===== src/itrp_pkg.sv =====
// Purpose: Shared constants and types for the interval timer host port.
// Assumes: Three counters behind one 8-bit port with four addresses.
// Notes:   Field positions and encodings of the command and status bytes.
// Summary of operation
// - A new count is taken any time in the current byte format; mode stays.
// - Control write with bits 5:4 zero latches the count of counter bits 7:6.
// - Latched snapshot holds until read or reprogram, then follows the count.
// - A second latch request before the read is ignored.
// - Counts read in programmed format; two-byte reads may be interleaved.
// - Read and write byte sequencing are independent per counter.
// - Read-back: bits 7:6 set, bit5 count, bit4 status, bits 3:1 select.
// - Read-back count latches all selected counters like separate latches.
// - Repeated read-back count latches on an unread counter are ignored.
// - Status is read at the counter port only after a status latch.
// - Status byte: output level, load pending, then last programmed fields.
// - Load pending sets on mode word or count write, clears on transfer.
// - Two-byte counts raise load pending only after the second byte.
// - Repeated status latches on an unread status are ignored.
// - Status is read first, then latched count bytes, then live count.
// - Strobe and address decode; other combinations leave the bus released.
// - Counter clock pulse is rise then fall; load moves holding to counter.
// - Gate rising edge is a trigger event for the mode logic.
// - Mode word: counter select, byte format, mode, decimal select.
// - Counting element is a 16-bit presettable down counter, never direct.
// - Single-byte formats clear the unused holding register byte.
package itrp_pkg;
   localparam int          NUM_CTR     = 3;
   localparam int          CNT_W       = 16;
   localparam logic [1:0]  PORT_CTRL   = 2'h3;
   localparam logic [1:0]  SEL_RDBACK  = 2'h3;
   localparam int          CW_SEL_LSB  = 6;
   localparam int          CW_FMT_LSB  = 4;
   localparam int          CW_FIELD_W  = 6;
   localparam logic [1:0]  FMT_LATCH   = 2'h0;
   localparam logic [1:0]  FMT_LOW     = 2'h1;
   localparam logic [1:0]  FMT_HIGH    = 2'h2;
   localparam logic [1:0]  FMT_BOTH    = 2'h3;
   localparam int          RB_COUNT_N  = 5;
   localparam int          RB_STATUS_N = 4;
   localparam int          RB_SEL_LSB  = 1;
   localparam logic [7:0]  ZERO_BYTE   = 8'h00;
   localparam logic [15:0] ZERO_COUNT  = 16'h0000;
   localparam logic [5:0]  CTRL_RESET  = 6'h00;

   typedef enum logic [1:0] {
      ITRP_BYTE_LOW  = 2'b01,
      ITRP_BYTE_HIGH = 2'b10
   } itrp_byte_type;

   function automatic logic itrp_two_byte(input logic [1:0] fmt);
      return fmt == FMT_BOTH;
   endfunction

   function automatic logic itrp_high_byte(input logic [1:0] fmt, input itrp_byte_type ptr);
      return (fmt == FMT_HIGH) || (itrp_two_byte(fmt) && ptr == ITRP_BYTE_HIGH);
   endfunction
endpackage


===== src/itrp_edge_detect.sv =====
// Purpose: Finds counter clock pulses and gate triggers for all counters.
// Assumes: Counter clock and gate inputs are synchronous to clk.
// Notes:   A clock pulse is reported on the falling edge that ends it.
`timescale 1ns/1ps
`default_nettype none
module itrp_edge_detect #(
   parameter int N = itrp_pkg::NUM_CTR
) (
   // Clock and reset.
   input  wire logic         clk,
   input  wire logic         reset,
   // Counter pins.
   input  wire logic [N-1:0] timer_clk,
   input  wire logic [N-1:0] gate,
   // Events.
   output logic      [N-1:0] clk_pulse,
   output logic      [N-1:0] trigger
);
   import itrp_pkg::*;

   typedef struct packed {
      logic [N-1:0] clk_d;
      logic [N-1:0] armed;
      logic [N-1:0] gate_d;
      logic [N-1:0] pulse;
      logic [N-1:0] trig;
   } itrp_edge_state_type;

   itrp_edge_state_type st;
   itrp_edge_state_type next_st;

   always_comb begin
      next_st        = st;
      next_st.clk_d  = timer_clk;
      next_st.gate_d = gate;
      for (int i = 0; i < N; i++) begin
         next_st.pulse[i] = st.armed[i] && st.clk_d[i] && !timer_clk[i];
         if (!st.clk_d[i] && timer_clk[i]) begin
            next_st.armed[i] = 1'b1;
         end else if (next_st.pulse[i]) begin
            next_st.armed[i] = 1'b0;
         end
         next_st.trig[i] = !st.gate_d[i] && gate[i];
      end
   end

   always_ff @(posedge clk or posedge reset) begin
      if (reset) begin
         st <= '0;
      end else begin
         st <= next_st;
      end
   end

   assign clk_pulse = st.pulse;
   assign trigger   = st.trig;
endmodule // itrp_edge_detect
`default_nettype wire


===== src/itrp_count_elem.sv =====
// Purpose: One counting element, preset from the holding register.
// Assumes: Mode logic outside asks for loads and enables counting.
// Notes:   Loading and counting both happen only on a counter clock pulse.
`timescale 1ns/1ps
`default_nettype none
module itrp_count_elem #(
   parameter int W = itrp_pkg::CNT_W
) (
   // Clock and reset.
   input  wire logic         clk,
   input  wire logic         reset,
   // Control.
   input  wire logic [W-1:0] preset,
   input  wire logic         load_req,
   input  wire logic         count_en,
   input  wire logic         clk_pulse,
   // State.
   output logic      [W-1:0] count,
   output logic              load_done
);
   import itrp_pkg::*;

   typedef struct packed {
      logic [W-1:0] count;
      logic         done;
   } itrp_ce_state_type;

   itrp_ce_state_type st;
   itrp_ce_state_type next_st;

   always_comb begin
      next_st      = st;
      next_st.done = 1'b0;
      if (clk_pulse && load_req) begin
         next_st.count = preset;
         next_st.done  = 1'b1;
      end else if (clk_pulse && count_en) begin
         next_st.count = st.count - W'(1);
      end
   end

   always_ff @(posedge clk or posedge reset) begin
      if (reset) begin
         st <= '0;
      end else begin
         st <= next_st;
      end
   end

   assign count     = st.count;
   assign load_done = st.done;
endmodule // itrp_count_elem
`default_nettype wire


===== src/itrp_host_port.sv =====
// Purpose: Host access logic of a three-counter interval timer.
// Assumes: Bus strobes and counter pins are synchronous to clk.
// Notes:   Per-mode waveforms live in the mode logic outside this block.
`timescale 1ns/1ps
`default_nettype none
module itrp_host_port (
   // Clock and reset.
   input  wire logic                         clk,
   input  wire logic                         reset,
   // Processor bus.
   input  wire logic                         chip_sel_n,
   input  wire logic                         rd_n,
   input  wire logic                         wr_n,
   input  wire logic                         port_sel_hi,
   input  wire logic                         port_sel_lo,
   input  wire logic [7:0]                   data_in,
   output logic      [7:0]                   data_out,
   output logic                              data_oe_n,
   // Counter pins.
   input  wire logic [itrp_pkg::NUM_CTR-1:0] timer_clk,
   input  wire logic [itrp_pkg::NUM_CTR-1:0] gate,
   // Mode logic.
   input  wire logic [itrp_pkg::NUM_CTR-1:0] out_level,
   input  wire logic [itrp_pkg::NUM_CTR-1:0] load_req,
   input  wire logic [itrp_pkg::NUM_CTR-1:0] count_en,
   output logic      [itrp_pkg::NUM_CTR-1:0] clk_pulse,
   output logic      [itrp_pkg::NUM_CTR-1:0] trigger,
   output logic      [itrp_pkg::NUM_CTR-1:0] load_done,
   output logic      [itrp_pkg::NUM_CTR-1:0] count_written,
   output logic      [itrp_pkg::NUM_CTR-1:0] mode_written,
   output logic      [itrp_pkg::NUM_CTR*6-1:0] mode_word
);
   import itrp_pkg::*;

   typedef struct packed {
      logic [NUM_CTR-1:0][CW_FIELD_W-1:0] ctrl;
      logic [NUM_CTR-1:0][CNT_W-1:0]      cr;
      logic [NUM_CTR-1:0][CNT_W-1:0]      ol;
      logic [NUM_CTR-1:0][7:0]            sts;
      logic [NUM_CTR-1:0]                 cnt_lat;
      logic [NUM_CTR-1:0]                 sts_lat;
      logic [NUM_CTR-1:0]                 null_cnt;
      itrp_byte_type [NUM_CTR-1:0]        rd_ptr;
      itrp_byte_type [NUM_CTR-1:0]        wr_ptr;
      logic                               wr_n_d;
      logic                               rd_n_d;
      logic [7:0]                         data_out;
      logic                               data_oe_n;
      logic [NUM_CTR-1:0]                 written;
      logic [NUM_CTR-1:0]                 mode_wr;
   } itrp_state_type;

   itrp_state_type                  st;
   itrp_state_type                  next_st;
   logic [NUM_CTR-1:0][CNT_W-1:0]   live;
   logic [NUM_CTR-1:0]              ce_done;
   logic [NUM_CTR-1:0]              pulse;

   itrp_edge_detect #(
      .N (NUM_CTR)
   ) u_edge (
      .clk       (clk),
      .reset     (reset),
      .timer_clk (timer_clk),
      .gate      (gate),
      .clk_pulse (pulse),
      .trigger   (trigger)
   );

   // Each counting element is loaded from its holding register.
   for (genvar g = 0; g < NUM_CTR; g++) begin : g_ce
      itrp_count_elem #(
         .W (CNT_W)
      ) u_ce (
         .clk       (clk),
         .reset     (reset),
         .preset    (st.cr[g]),
         .load_req  (load_req[g]),
         .count_en  (count_en[g]),
         .clk_pulse (pulse[g]),
         .count     (live[g]),
         .load_done (ce_done[g])
      );
   end

   logic [1:0] port;
   logic       sel_ok;
   logic       wr_go;
   logic       rd_go;
   logic       rd_done;
   logic [1:0] fmt;
   logic [1:0] cw_sel;
   logic [1:0] cw_fmt;

   always_comb begin
      next_st         = st;
      next_st.written = '0;
      next_st.mode_wr = '0;
      next_st.wr_n_d  = wr_n;
      next_st.rd_n_d  = rd_n;
      port    = {port_sel_hi, port_sel_lo};
      sel_ok  = !chip_sel_n;
      cw_sel  = data_in[CW_SEL_LSB+1:CW_SEL_LSB];
      cw_fmt  = data_in[CW_FMT_LSB+1:CW_FMT_LSB];
      wr_go   = sel_ok && st.wr_n_d && !wr_n && rd_n;
      rd_go   = sel_ok && !rd_n && wr_n && port != PORT_CTRL;
      rd_done = sel_ok && !st.rd_n_d && rd_n && port != PORT_CTRL;
      fmt     = FMT_LATCH;

      // The snapshot follows the live count while nothing is latched.
      for (int i = 0; i < NUM_CTR; i++) begin
         if (!st.cnt_lat[i]) begin
            next_st.ol[i] = live[i];
         end
         if (ce_done[i]) begin
            next_st.null_cnt[i] = 1'b0;
         end
      end

      // Read data is registered, so it appears one cycle after the strobe.
      next_st.data_out  = ZERO_BYTE;
      next_st.data_oe_n = !rd_go;
      for (int i = 0; i < NUM_CTR; i++) begin
         if (port == 2'(i)) begin
            fmt = st.ctrl[i][CW_FMT_LSB+1:CW_FMT_LSB];
            // Only a taken read drives a byte; the bus reads as zero otherwise.
            if (!rd_go) begin
               next_st.data_out = ZERO_BYTE;
            end else if (st.sts_lat[i]) begin
               next_st.data_out = st.sts[i];
            end else if (itrp_high_byte(fmt, st.rd_ptr[i])) begin
               next_st.data_out = st.ol[i][15:8];
            end else begin
               next_st.data_out = st.ol[i][7:0];
            end
            // The end of a read advances only the read sequence.
            if (rd_done) begin
               if (st.sts_lat[i]) begin
                  next_st.sts_lat[i] = 1'b0;
               end else if (itrp_two_byte(fmt) && st.rd_ptr[i] == ITRP_BYTE_LOW) begin
                  next_st.rd_ptr[i] = ITRP_BYTE_HIGH;
               end else begin
                  next_st.rd_ptr[i]  = ITRP_BYTE_LOW;
                  next_st.cnt_lat[i] = 1'b0;
               end
            end
         end
      end

      // Count bytes go to the holding register in the programmed format.
      if (wr_go && port != PORT_CTRL) begin
         for (int i = 0; i < NUM_CTR; i++) begin
            if (port == 2'(i)) begin
               fmt = st.ctrl[i][CW_FMT_LSB+1:CW_FMT_LSB];
               case (fmt)
                  FMT_LOW: begin
                     next_st.cr[i]       = {ZERO_BYTE, data_in};
                     next_st.null_cnt[i] = 1'b1;
                     next_st.written[i]  = 1'b1;
                  end
                  FMT_HIGH: begin
                     next_st.cr[i]       = {data_in, ZERO_BYTE};
                     next_st.null_cnt[i] = 1'b1;
                     next_st.written[i]  = 1'b1;
                  end
                  FMT_BOTH: begin
                     if (st.wr_ptr[i] == ITRP_BYTE_LOW) begin
                        next_st.cr[i][7:0] = data_in;
                        next_st.wr_ptr[i]  = ITRP_BYTE_HIGH;
                     end else begin
                        next_st.cr[i][15:8] = data_in;
                        next_st.wr_ptr[i]   = ITRP_BYTE_LOW;
                        next_st.null_cnt[i] = 1'b1;
                        next_st.written[i]  = 1'b1;
                     end
                  end
                  default: begin
                     next_st.cr[i] = st.cr[i];
                  end
               endcase
            end
         end
      end

      // Control port: mode word, latch request or read-back.
      if (wr_go && port == PORT_CTRL) begin
         for (int i = 0; i < NUM_CTR; i++) begin
            if (cw_sel == SEL_RDBACK) begin
               if (data_in[RB_SEL_LSB+i]) begin
                  if (!data_in[RB_COUNT_N] && !st.cnt_lat[i]) begin
                     next_st.cnt_lat[i] = 1'b1;
                     next_st.ol[i]      = live[i];
                  end
                  if (!data_in[RB_STATUS_N] && !st.sts_lat[i]) begin
                     next_st.sts_lat[i] = 1'b1;
                     next_st.sts[i]     = {out_level[i], st.null_cnt[i], st.ctrl[i]};
                  end
               end
            end else if (cw_sel == 2'(i)) begin
               if (cw_fmt == FMT_LATCH) begin
                  if (!st.cnt_lat[i]) begin
                     next_st.cnt_lat[i] = 1'b1;
                     next_st.ol[i]      = live[i];
                  end
               end else begin
                  next_st.ctrl[i]     = data_in[CW_FIELD_W-1:0];
                  next_st.null_cnt[i] = 1'b1;
                  next_st.cnt_lat[i]  = 1'b0;
                  next_st.sts_lat[i]  = 1'b0;
                  next_st.rd_ptr[i]   = ITRP_BYTE_LOW;
                  next_st.wr_ptr[i]   = ITRP_BYTE_LOW;
                  next_st.mode_wr[i]  = 1'b1;
                  if (!itrp_two_byte(cw_fmt)) begin
                     next_st.cr[i] = ZERO_COUNT;
                  end
               end
            end
         end
      end
   end

   always_ff @(posedge clk or posedge reset) begin
      if (reset) begin
         st           <= '0;
         st.ctrl      <= {NUM_CTR{CTRL_RESET}};
         st.rd_ptr    <= {NUM_CTR{ITRP_BYTE_LOW}};
         st.wr_ptr    <= {NUM_CTR{ITRP_BYTE_LOW}};
         st.wr_n_d    <= 1'b1;
         st.rd_n_d    <= 1'b1;
         st.data_oe_n <= 1'b1;
      end else begin
         st <= next_st;
      end
   end

   assign data_out      = st.data_out;
   assign data_oe_n     = st.data_oe_n;
   assign clk_pulse     = pulse;
   assign load_done     = ce_done;
   assign count_written = st.written;
   assign mode_written  = st.mode_wr;
   assign mode_word     = st.ctrl;
endmodule // itrp_host_port
`default_nettype wire


===== config.mk =====
export PLATFORM = sky130hd
export DESIGN_NAME = itrp_host_port
export DESIGN_NICKNAME = d
export VERILOG_FILES = /design/src/itrp_pkg.sv /design/src/itrp_edge_detect.sv /design/src/itrp_count_elem.sv /design/src/itrp_host_port.sv
export SDC_FILE = /design/constraint.sdc
export NUM_CORES = 1
export LEC_CHECK = 0
export ABC_AREA = 1
export BUFFER_PORTS_ARGS = -buffer_cell sky130_fd_sc_hd__buf_4
export CAP_MARGIN = 20
export CORE_MARGIN = 3
export CORE_UTILIZATION = 45
export CTS_BUF_LIST = sky130_fd_sc_hd__clkbuf_16
export DETAILED_ROUTE_END_ITERATION = 7
export MAX_ROUTING_LAYER = met4
export PLACE_DENSITY = 0.72
export SETUP_SLACK_MARGIN = 0.05
export SLEW_MARGIN = 20
export SYNTH_ARGS = -nofsm -noshare
export SYNTH_HDL_FRONTEND = slang
export SYNTH_SLANG_ARGS = --single-unit

===== constraint.sdc =====
create_clock -name clk -period 20.8 [get_ports clk]
set_input_delay 1.04 -clock clk [delete_from_list [all_inputs] [get_ports clk]]
set_output_delay 1.04 -clock clk [all_outputs]
set_load 0.02 [all_outputs]

== Yosys cells after proc, flatten, opt, wreduce, memory -nomap -nowiden ==
Cells that the tools add are included.

* Bits in registers: 242
* Memory bits (read-only): 0
* Input port bits: 30
* Output and inout port bits: 42
* Memories: 0
* Memory bits (writable): 0
* Bits in latches: 0
* Word-level logic and storage cells: 369

* Order comparisons: 0
* Bitwise gates (word level): 2
* Div/mod/pow operators: 0
* Multiplexer cells: 214
* Shift-type cells: 0
* Multiply operators: 0
* Add/sub/neg operators: 3
* Reduce and logical (&&, ||, !) cells: 84
* Equality and inequality tests: 26

{| class="wikitable"
|+ Operator list
! operator !! number
|-
| 2-to-1 mux 16 bit || 42
|-
| 2-to-1 mux 8 bit || 27
|-
| one-hot mux 16 bit (3 select lines) || 3
|-
| 2-to-1 mux 141 bit || 1
|-
| 2-to-1 mux 1 bit || 91
|-
| 2-to-1 mux 2 bit || 39
|-
| 2-to-1 mux 48 bit || 1
|-
| subtractor 16 x 1 -> 16 bit, second input constant || 3
|-
| logical AND 1 bit || 41
|-
| equality test 2 bit, second input constant || 14
|-
| AND reduction 4 bit || 6
|-
| equality test 2 x 1 -> 1 bit, second input constant || 11
|-
| zero test 1 bit || 22
|-
| one-hot mux 1 bit (2 select lines) || 6
|-
| nonzero test 2 bit || 6
|-
| 2-to-1 mux 3 bit || 3
|-
| zero test 2 bit || 3
|-
| 2-to-1 mux 6 bit || 1
|-
| OR reduction 2 bit || 3
|-
| logical OR 1 bit || 3
|-
| != test 2 bit, second input constant || 1
|-
| NOT 1 bit || 2
|}

== Logic depth before layout (Yosys ltp) ==
Gate-level depths: netlist of run 1.

* Depth in word-level cells: 11
* Depth in mapped cells: 11
* Mapped depth without buffers: 11

== Cells and area by module ==
From an unflattened synthesis of run 1, not the netlist that was laid out.

* Cells, all modules: 1575
* Area, all modules: 12639.6 um^2

{| class="wikitable"
|+ By module, submodules not included
! module !! sequential area each (um^2) !! area an instance (um^2) !! instances !! cells each
|-
| itrp_host_port || 4415.5 || 8499.4 || 1 || 989
|-
| itrp_count_elem || 425.4 || 1207.4 || 3 || 180
|-
| itrp_edge_detect || 375.4 || 518.0 || 1 || 46
|}

== Worst setup path before layout of run 1 ==
OpenSTA, ideal clock, no wires.

* Path kind: input-to-reg
* From: input port wr_n
* To: register st (netlist bit mode_word[6])
* Arrival: 2.007 ns
* Setup time: 0.118 ns
* Path slack: 18.675 ns
* Data required time: 20.682 ns
* Cell stages on the path: 9
* Buffers on the path: 3
* Cells stage by stage: nor2_1 -> nand3_2 -> nor2_4 -> buf_6 -> nand2_4 -> buf_6 -> buf_6 -> nand2_1 -> o21ai_2

* Word-level cells in the longest chain between the ends: 5

{| class="wikitable"
|+ Ends and longest elaborated chain
! element !! line !! source
|-
| start: declaration || itrp_host_port.sv:13 || <nowiki>input wire logic wr_n,</nowiki>
|-
| zero test 1 bit || itrp_host_port.sv:105 || <nowiki>wr_go = sel_ok && st.wr_n_d && !wr_n && rd_n;</nowiki>
|-
| logical AND 1 bit (2 in a row) || itrp_host_port.sv:105 ||
|-
| logical AND 1 bit || itrp_host_port.sv:186 || <nowiki>if (wr_go && port == PORT_CTRL) begin</nowiki>
|-
| AND reduction 4 bit (no source line) || n/a ||
|-
| end signal: assignment || itrp_host_port.sv:232 || <nowiki>st <= next_st;</nowiki>
|-
| end: declaration || itrp_host_port.sv:53 || <nowiki>itrp_state_type st;</nowiki>
|}

No other way between the ends.
A chain may end at the register's enable or synchronous reset.

==> summary.txt, run 1 <==
Final Max Slew Viols: 0
Vias per std cell: 5.37
Pre-Repair DR Iteration Count: 8
Worst Setup Slack, final: 18380 ps
Via count: 10210
DR WL/cell: 16.6 um
Drt total wl: 31600 um
Slew HR: 0.399
Final hold vios: 0
Post-CTS Resized: 0
Total negative setup slack: 0 ps
Gp weighted congestion: 0.914
DR DRC count: 0
Routed Antenna Nets: 0
CP max stage cell: nor2_2
Layout cells sized above 1: 0.104
Unrepaired setup endpoints after global routing: false
Max cap viols: 0
Critical Path Sink Type: flip-flop
Sw Ratio: 0.322
Initial antenna violation count: 0
I/O pin cnt: 72
Crit path kind: in -> reg
# Post-CTS Setup Buffers: 0
Critical path arrival: 2810 ps
Cell Area, Synth: 12200 um2
Die H: 170 um
Root Buffer: clkbuf_16
Primary FF master, synth: dfrtp_1
Most frequent cells in the layout: nand2_1 (394), dfrtp_1 (233), nand3_1 (168), nor2_1 (164), inv_1 (154)
Layout Nets: 1596
Netlist cell types: 41
First-pass GRT wire length: 51000 um
Final setup fails: 0
Pwr dens: 102 nW/um2
Sequential share of power: 0.462
Drt first-iter violations: 1007
Leak Pwr: 6.63 nW
Hold_buf cts: 0
GRT overflow: 0
Syn Area/Cell: 7.91 um2
Cell Chain, Critical Path: buf_4, nor2_1, nand3_2, nor2_2, o21ai_1, nand2_1, a21oi_1
Inserted Clock Buffers: 26
Core outline area: 26400 um2
Seq/Total Area, Yosys: 0.498
Period utilisation layout: 0.116
H-tree Lvls: 1
Status: finished clean
Max clock buf depth: 3
Cell count after synthesis: 1539
Worst-Margin Slew: 902 ps
Largest net degree at the start of global routing: 126
Yosys reg bits: 242
Worst Clk Skew: 16.9 ps
Critical path fanouts, max: 20
Total track usage: 0.225
Vias in the first global route: 9650
Syn Nets: 1585
Fmax: 413 MHz
PortBufs: 71
Clock power frac: 0.339
Row count: 59
Setup crit start kind: primary input
YS warnings: 0
IR drop worst, VDD: 0.0719 mV
HP Class: reg -> reg
Number of flops mapped to enable cells by yosys: 0
Layout Cell Area excl Fill: 13400 um2
P_int: 0.000924 W
Layout area overhead: 10.0%
Max stage delay on crit path: 640 ps
Detailed Place HPWL: 22400 um
Pre-CTS WS: 17480 ps
Psw: 0.000440 W
Final min period: 2420 ps
Full die area: 29100 um2
Clk sinks: 242
Worst skew pair latency: 540 ps
Die Wd: 170 um
Initial Util: 0.462
N_diodes: 0
DP Area: 12500 um2
Commonest non-fill, non-tap cell in the layout: nand2_1
CTS clock-pin slew for the worst setup and hold paths: 60 ps
Synth async-reset ratio: 1.00
Logic pwr share: 0.199
CTS tree: yes
Req. time, crit path: 21200 ps
-- area by class of cell --
class                           instances  area (um2)
Timing Repair Buffer                   75         563
Tap cell                              335         419
Inverter                              162         616
Clock inverter                         19         195
Multi-Input combinational cell       1043        4890
Clock buffer                           26         651
Sequential cell                       242        6070
Fill cell                            2466       13000
-- cells by family after synthesis --
logic type | synth area share
and+or+nand+nor | 0.265
AOI/OAI and AO/OA | 0.116
buffers and inverters | 0.101
DFF | 0.498
adders and majority gates | 0.0164
muxes | 0.00277
xor gates and xnor gates | 0.00144
-- through the flow --
stage,utilization,power [W],std cells,hold WS (ps)
floorplan,-,0.000822,1539,376
global placement,0.476,0.000896,1857,383
detailed placement,0.476,0.000905,1857,384
CTS,0.508,0.00137,1902,392
global route,0.508,0.00144,1902,403
finish,0.508,0.00136,1902,391
-- per-layer routing --
layer / part of all wire / GRT usage
met1: 0.46 / 0.315
met2: 0.46 / 0.348
met3: 0.053 / 0.0270
met4: 0.031 / 0.0638
met5: 0 / -
-- path summary, 6_finish.rpt --
kind | start | to | slack (ps) | cells after the start
min in group asynchronous | reset | u_edge.trigger[1] | 650 | 2
min reg2reg | u_edge.st[6] | u_edge.trigger[0] | 390 | 1
max | wr_n | st[123] | 18380 | 7
min | u_edge.st[6] | u_edge.trigger[0] | 390 | 1
max in group asynchronous | reset | st[28] | 18780 | 3
max reg2reg | mode_word[4] | st[123] | 18420 | 8
-- worst max-delay path, delay by kind of cell --
kind	cells	cell delay, ps
buf+inv	1	130
simple gates	4	1130
compound gates	2	500
-- sequential cells by signal, summed over array words and instances, names as in the netlist, 3 cells and up --
signal,flops
st,143
g_ce.u_ce.count,48
mode_word,18
u_edge.st,9
data_out,8
count_written,3
g_ce.u_ce.load_done,3
mode_written,3
u_edge.clk_pulse,3
u_edge.trigger,3
-- cells in the mapped netlist (5+ instances only) --
cell type	count	area share
dfstp_2	9	0.019
nand2_1	394	0.12
a21oi_2	9	0.0065
o21ai_2	6	0.0043
buf_4	43	0.027
o21ai_1	7	0.0029
ha_1	16	0.016
nor3_1	11	0.0045
nand4_1	11	0.0057
o22ai_1	13	0.0067
nand3_1	168	0.069
inv_1	153	0.047
nor2_4	5	0.0046
nor2_1	165	0.051
a21oi_1	65	0.027
buf_2	11	0.0045
o211ai_1	8	0.0049
inv_2	5	0.0015
dfrtp_1	233	0.48
buf_6	9	0.0083
o21ai_0	131	0.054
nand2_2	5	0.0026
clkbuf_1	26	0.0080
-- power groups by stage --
stage | combinational, W | clock (W) | sequential [W]
2_1_floorplan | 0.000217 | 0 | 0.000605
3_3_place_gp | 0.000261 | 0 | 0.000635
3_5_place_dp | 0.000269 | 0 | 0.000636
4_1_cts | 0.000270 | 0.000471 | 0.000629
5_1_grt | 0.000312 | 0.000490 | 0.000642
6_report | 0.000271 | 0.000463 | 0.000630
No activity file was read; power rests on OpenSTA's default activity.
==> inputs of run 2 (changes only) <==
PLACE_DENSITY = 0.74   (was 0.72)
clock period = 2.1 ns   (was 20.8 ns; I/O delays follow)
==> run 2 against run 1 <==
  * Clock power rose to 9.5 times the previous value
  * Power increased to 9.8 times the previous value
  * Global-route usage grew 0.25 points
  * Routed wire length rose by 1.4%
  * Critical path type is now reg -> reg
  * Sequential power grew to 9.8 times the previous value
  * Sequential share of layout area fell by 1.6 points
  * Register-to-register slack got worse by 18000 ps
  * Setup slack worse by 18000 ps
  * Hold slack worse by 320 ps
  * Sequential cell count stayed put
  * Final cell count rose by 2.9%
  * Largest cell class unchanged
==> summary.txt, run 2 (synthesis results as in run 1) <==
Critical Path Sink Type: flip-flop
Leak Pwr: 6.89 nW (+4.0%)
Final Non-Filler Cells: 1957 (+2.9%)
Worst Setup Slack, final: 174 ps (-18210 ps)
Commonest non-fill, non-tap cell in the layout: nand2_1
Clock power frac: 0.328 (-0.011)
Max cap viols: 0 (unchanged)
Gp weighted congestion: 0.938 (+2.6%)
DR WL/cell: 16.4 um (-1.4%)
DR DRC count: 0 (unchanged)
Initial Util: 0.462 (unchanged)
DP Area: 12800 um2 (+2.3%)
Critical path arrival: 2310 ps (-500 ps)
Final Max Slew Viols: 0 (unchanged)
Psw: 0.00437 W (+890%)
Largest Register: st
N_diodes: 0 (unchanged)
Vias per std cell: 5.36 (-0.21%)
CTS tree: yes
Total track usage: 0.227 (+0.00246)
Most frequent cells in the layout: nand2_1 (394), dfrtp_1 (233), nand3_1 (168), nor2_1 (165), inv_1 (159)
Setup crit start kind: flip-flop
Worst skew pair latency: 520 ps (-20 ps)
Pre-CTS WS: 170 ps (-17310 ps)
I/O pin cnt: 72 (unchanged)
DP Cell Count: 1886 (+1.6%)
Slew HR: 0.495 (+0.0958)
H-tree Lvls: 1 (unchanged)
Max clock buf depth: 3 (unchanged)
Layout cells sized above 1: 0.120 (+0.0156)
HP Class: in -> reg
Inserted Clock Buffers: 27 (+3.8%)
Detailed Place HPWL: 23100 um (+3.0%)
Routed Antenna Nets: 0 (unchanged)
P_int: 0.00906 W (+880%)
First-pass GRT wire length: 52100 um (+2.2%)
GRT overflow: 0 (unchanged)
Worst Clk Skew: 7.20 ps (-9.74 ps)
Die Wd: 170 um (unchanged)
Drt first-iter violations: 1089 (+8.1%)
Final hold vios: 0 (unchanged)
Layout Nets: 1650 (+3.4%)
Layout area overhead: 14.2%
Critical path fanouts, max: 17 (-15%)
Final setup fails: 0 (unchanged)
Largest net degree at the start of global routing: 54 (-57%)
Initial antenna violation count: 0 (unchanged)
Layout Cell Area excl Fill: 13900 um2 (+3.7%)
Full die area: 29100 um2 (unchanged)
IR drop worst, VDD: 0.522 mV (+630%)
Drt total wl: 32100 um (+1.4%)
Unrepaired setup endpoints after global routing: false
Vias in the first global route: 9950 (+3.1%)
Period utilisation layout: 0.917
Logic pwr share: 0.210 (+0.011)
Die H: 170 um (unchanged)
Power Total: 0.0134 W (+880%)
Worst-Margin Slew: 753 ps (-149 ps)
Sw Ratio: 0.325 (+0.00311)
Final min period: 1930 ps
PortBufs: 71 (unchanged)
Row count: 59 (unchanged)
Sequential share of power: 0.462 (about the same)
Max reg flops: 143 (unchanged)
Fmax: 519 MHz
Root Buffer: clkbuf_16
Post-CTS Resized: 0 (unchanged)
Core outline area: 26400 um2 (unchanged)
Pwr dens: 967 nW/um2 (+850%)
Req. time, crit path: 2490 ps (-18710 ps)
Via count: 10483 (+2.7%)
Pre-Repair DR Iteration Count: 5 (-3)
Status: finished clean
Clk sinks: 242 (unchanged)
Crit path kind: reg -> reg
Final hold slack: 73.8 ps (-317 ps)
CTS clock-pin slew for the worst setup and hold paths: 60 ps (about the same)
==> run 2: cell count changes in the layout (fill, tap and decap cells not counted), sizes merged, moves of 2 or more <==
cell,delta
buf,+32
bufinv,-2
clkinv,-3
clkinvlp,+2
dlygate4sd3,+21
inv,+4
==> run 2: critical path, stage by stage (launching register included) <==
cell and delay [ps]:
dfstp_2 520, inv_1 40, nor2_1 140, nand3_2 210, nor2_1 290, buf_4 290, nand2_2 150, nand2_1 90
a21oi_1 60
==> run 2: area by class of cell <==
cell class,count,area [um2]
tap,335,419
timing repair buffer,128,1100
multi-input combinational,1043,4880
clock inverter,20,139
inverter,162,612
sequential,242,6070
clock buffer,27,676
fill,2401,12500
==> run 2: per-stage QoR <==
step           utilization  setup TNS, ps
5_1_grt              0.527              0
4_1_cts              0.526              0
6_report             0.527              0
3_5_place_dp         0.487              0
3_3_place_gp         0.487              0
2_1_floorplan            -        -276510
==> run 2: path summary, 6_finish.rpt <==
check                             startpoint                    end  slack, ps  depth (start not counted)
worst max-delay path                  st[16]                st[114]        170                          8
worst min-delay path             load_req[1]  g_ce[1].u_ce.count[8]         70                          4
worst max register to register        st[16]                st[114]        170                          8
worst min register to register  u_edge.st[7]      u_edge.trigger[1]        390                          1
max in group asynchronous              reset              data_oe_n       1120                          4
min in group asynchronous              reset           mode_word[3]        240                          3
==> run 2: repair_timing <==
action,4_1_cts,5_1_grt
setup buffers,0,3
setup endpoints to repair,0,19
hold endpoints to repair,84,0
hold buffers,21,0
==> run 2: layer usage <==
layer,GRT usage,share of wire
met1,0.309,0.44
met2,0.362,0.47
met3,0.0291,0.057
met4,0.0638,0.028
met5,-,0
==> run 2: power by group through the flow <==
stage	Combinational (W)	Sequential, W	Clock (W)
detailed placement	0.00276	0.00625	0
global route	0.00322	0.00630	0.00467
floorplan	0.00215	0.00599	0
finish	0.00283	0.00620	0.00441
global placement	0.00268	0.00622	0
CTS	0.00281	0.00618	0.00448
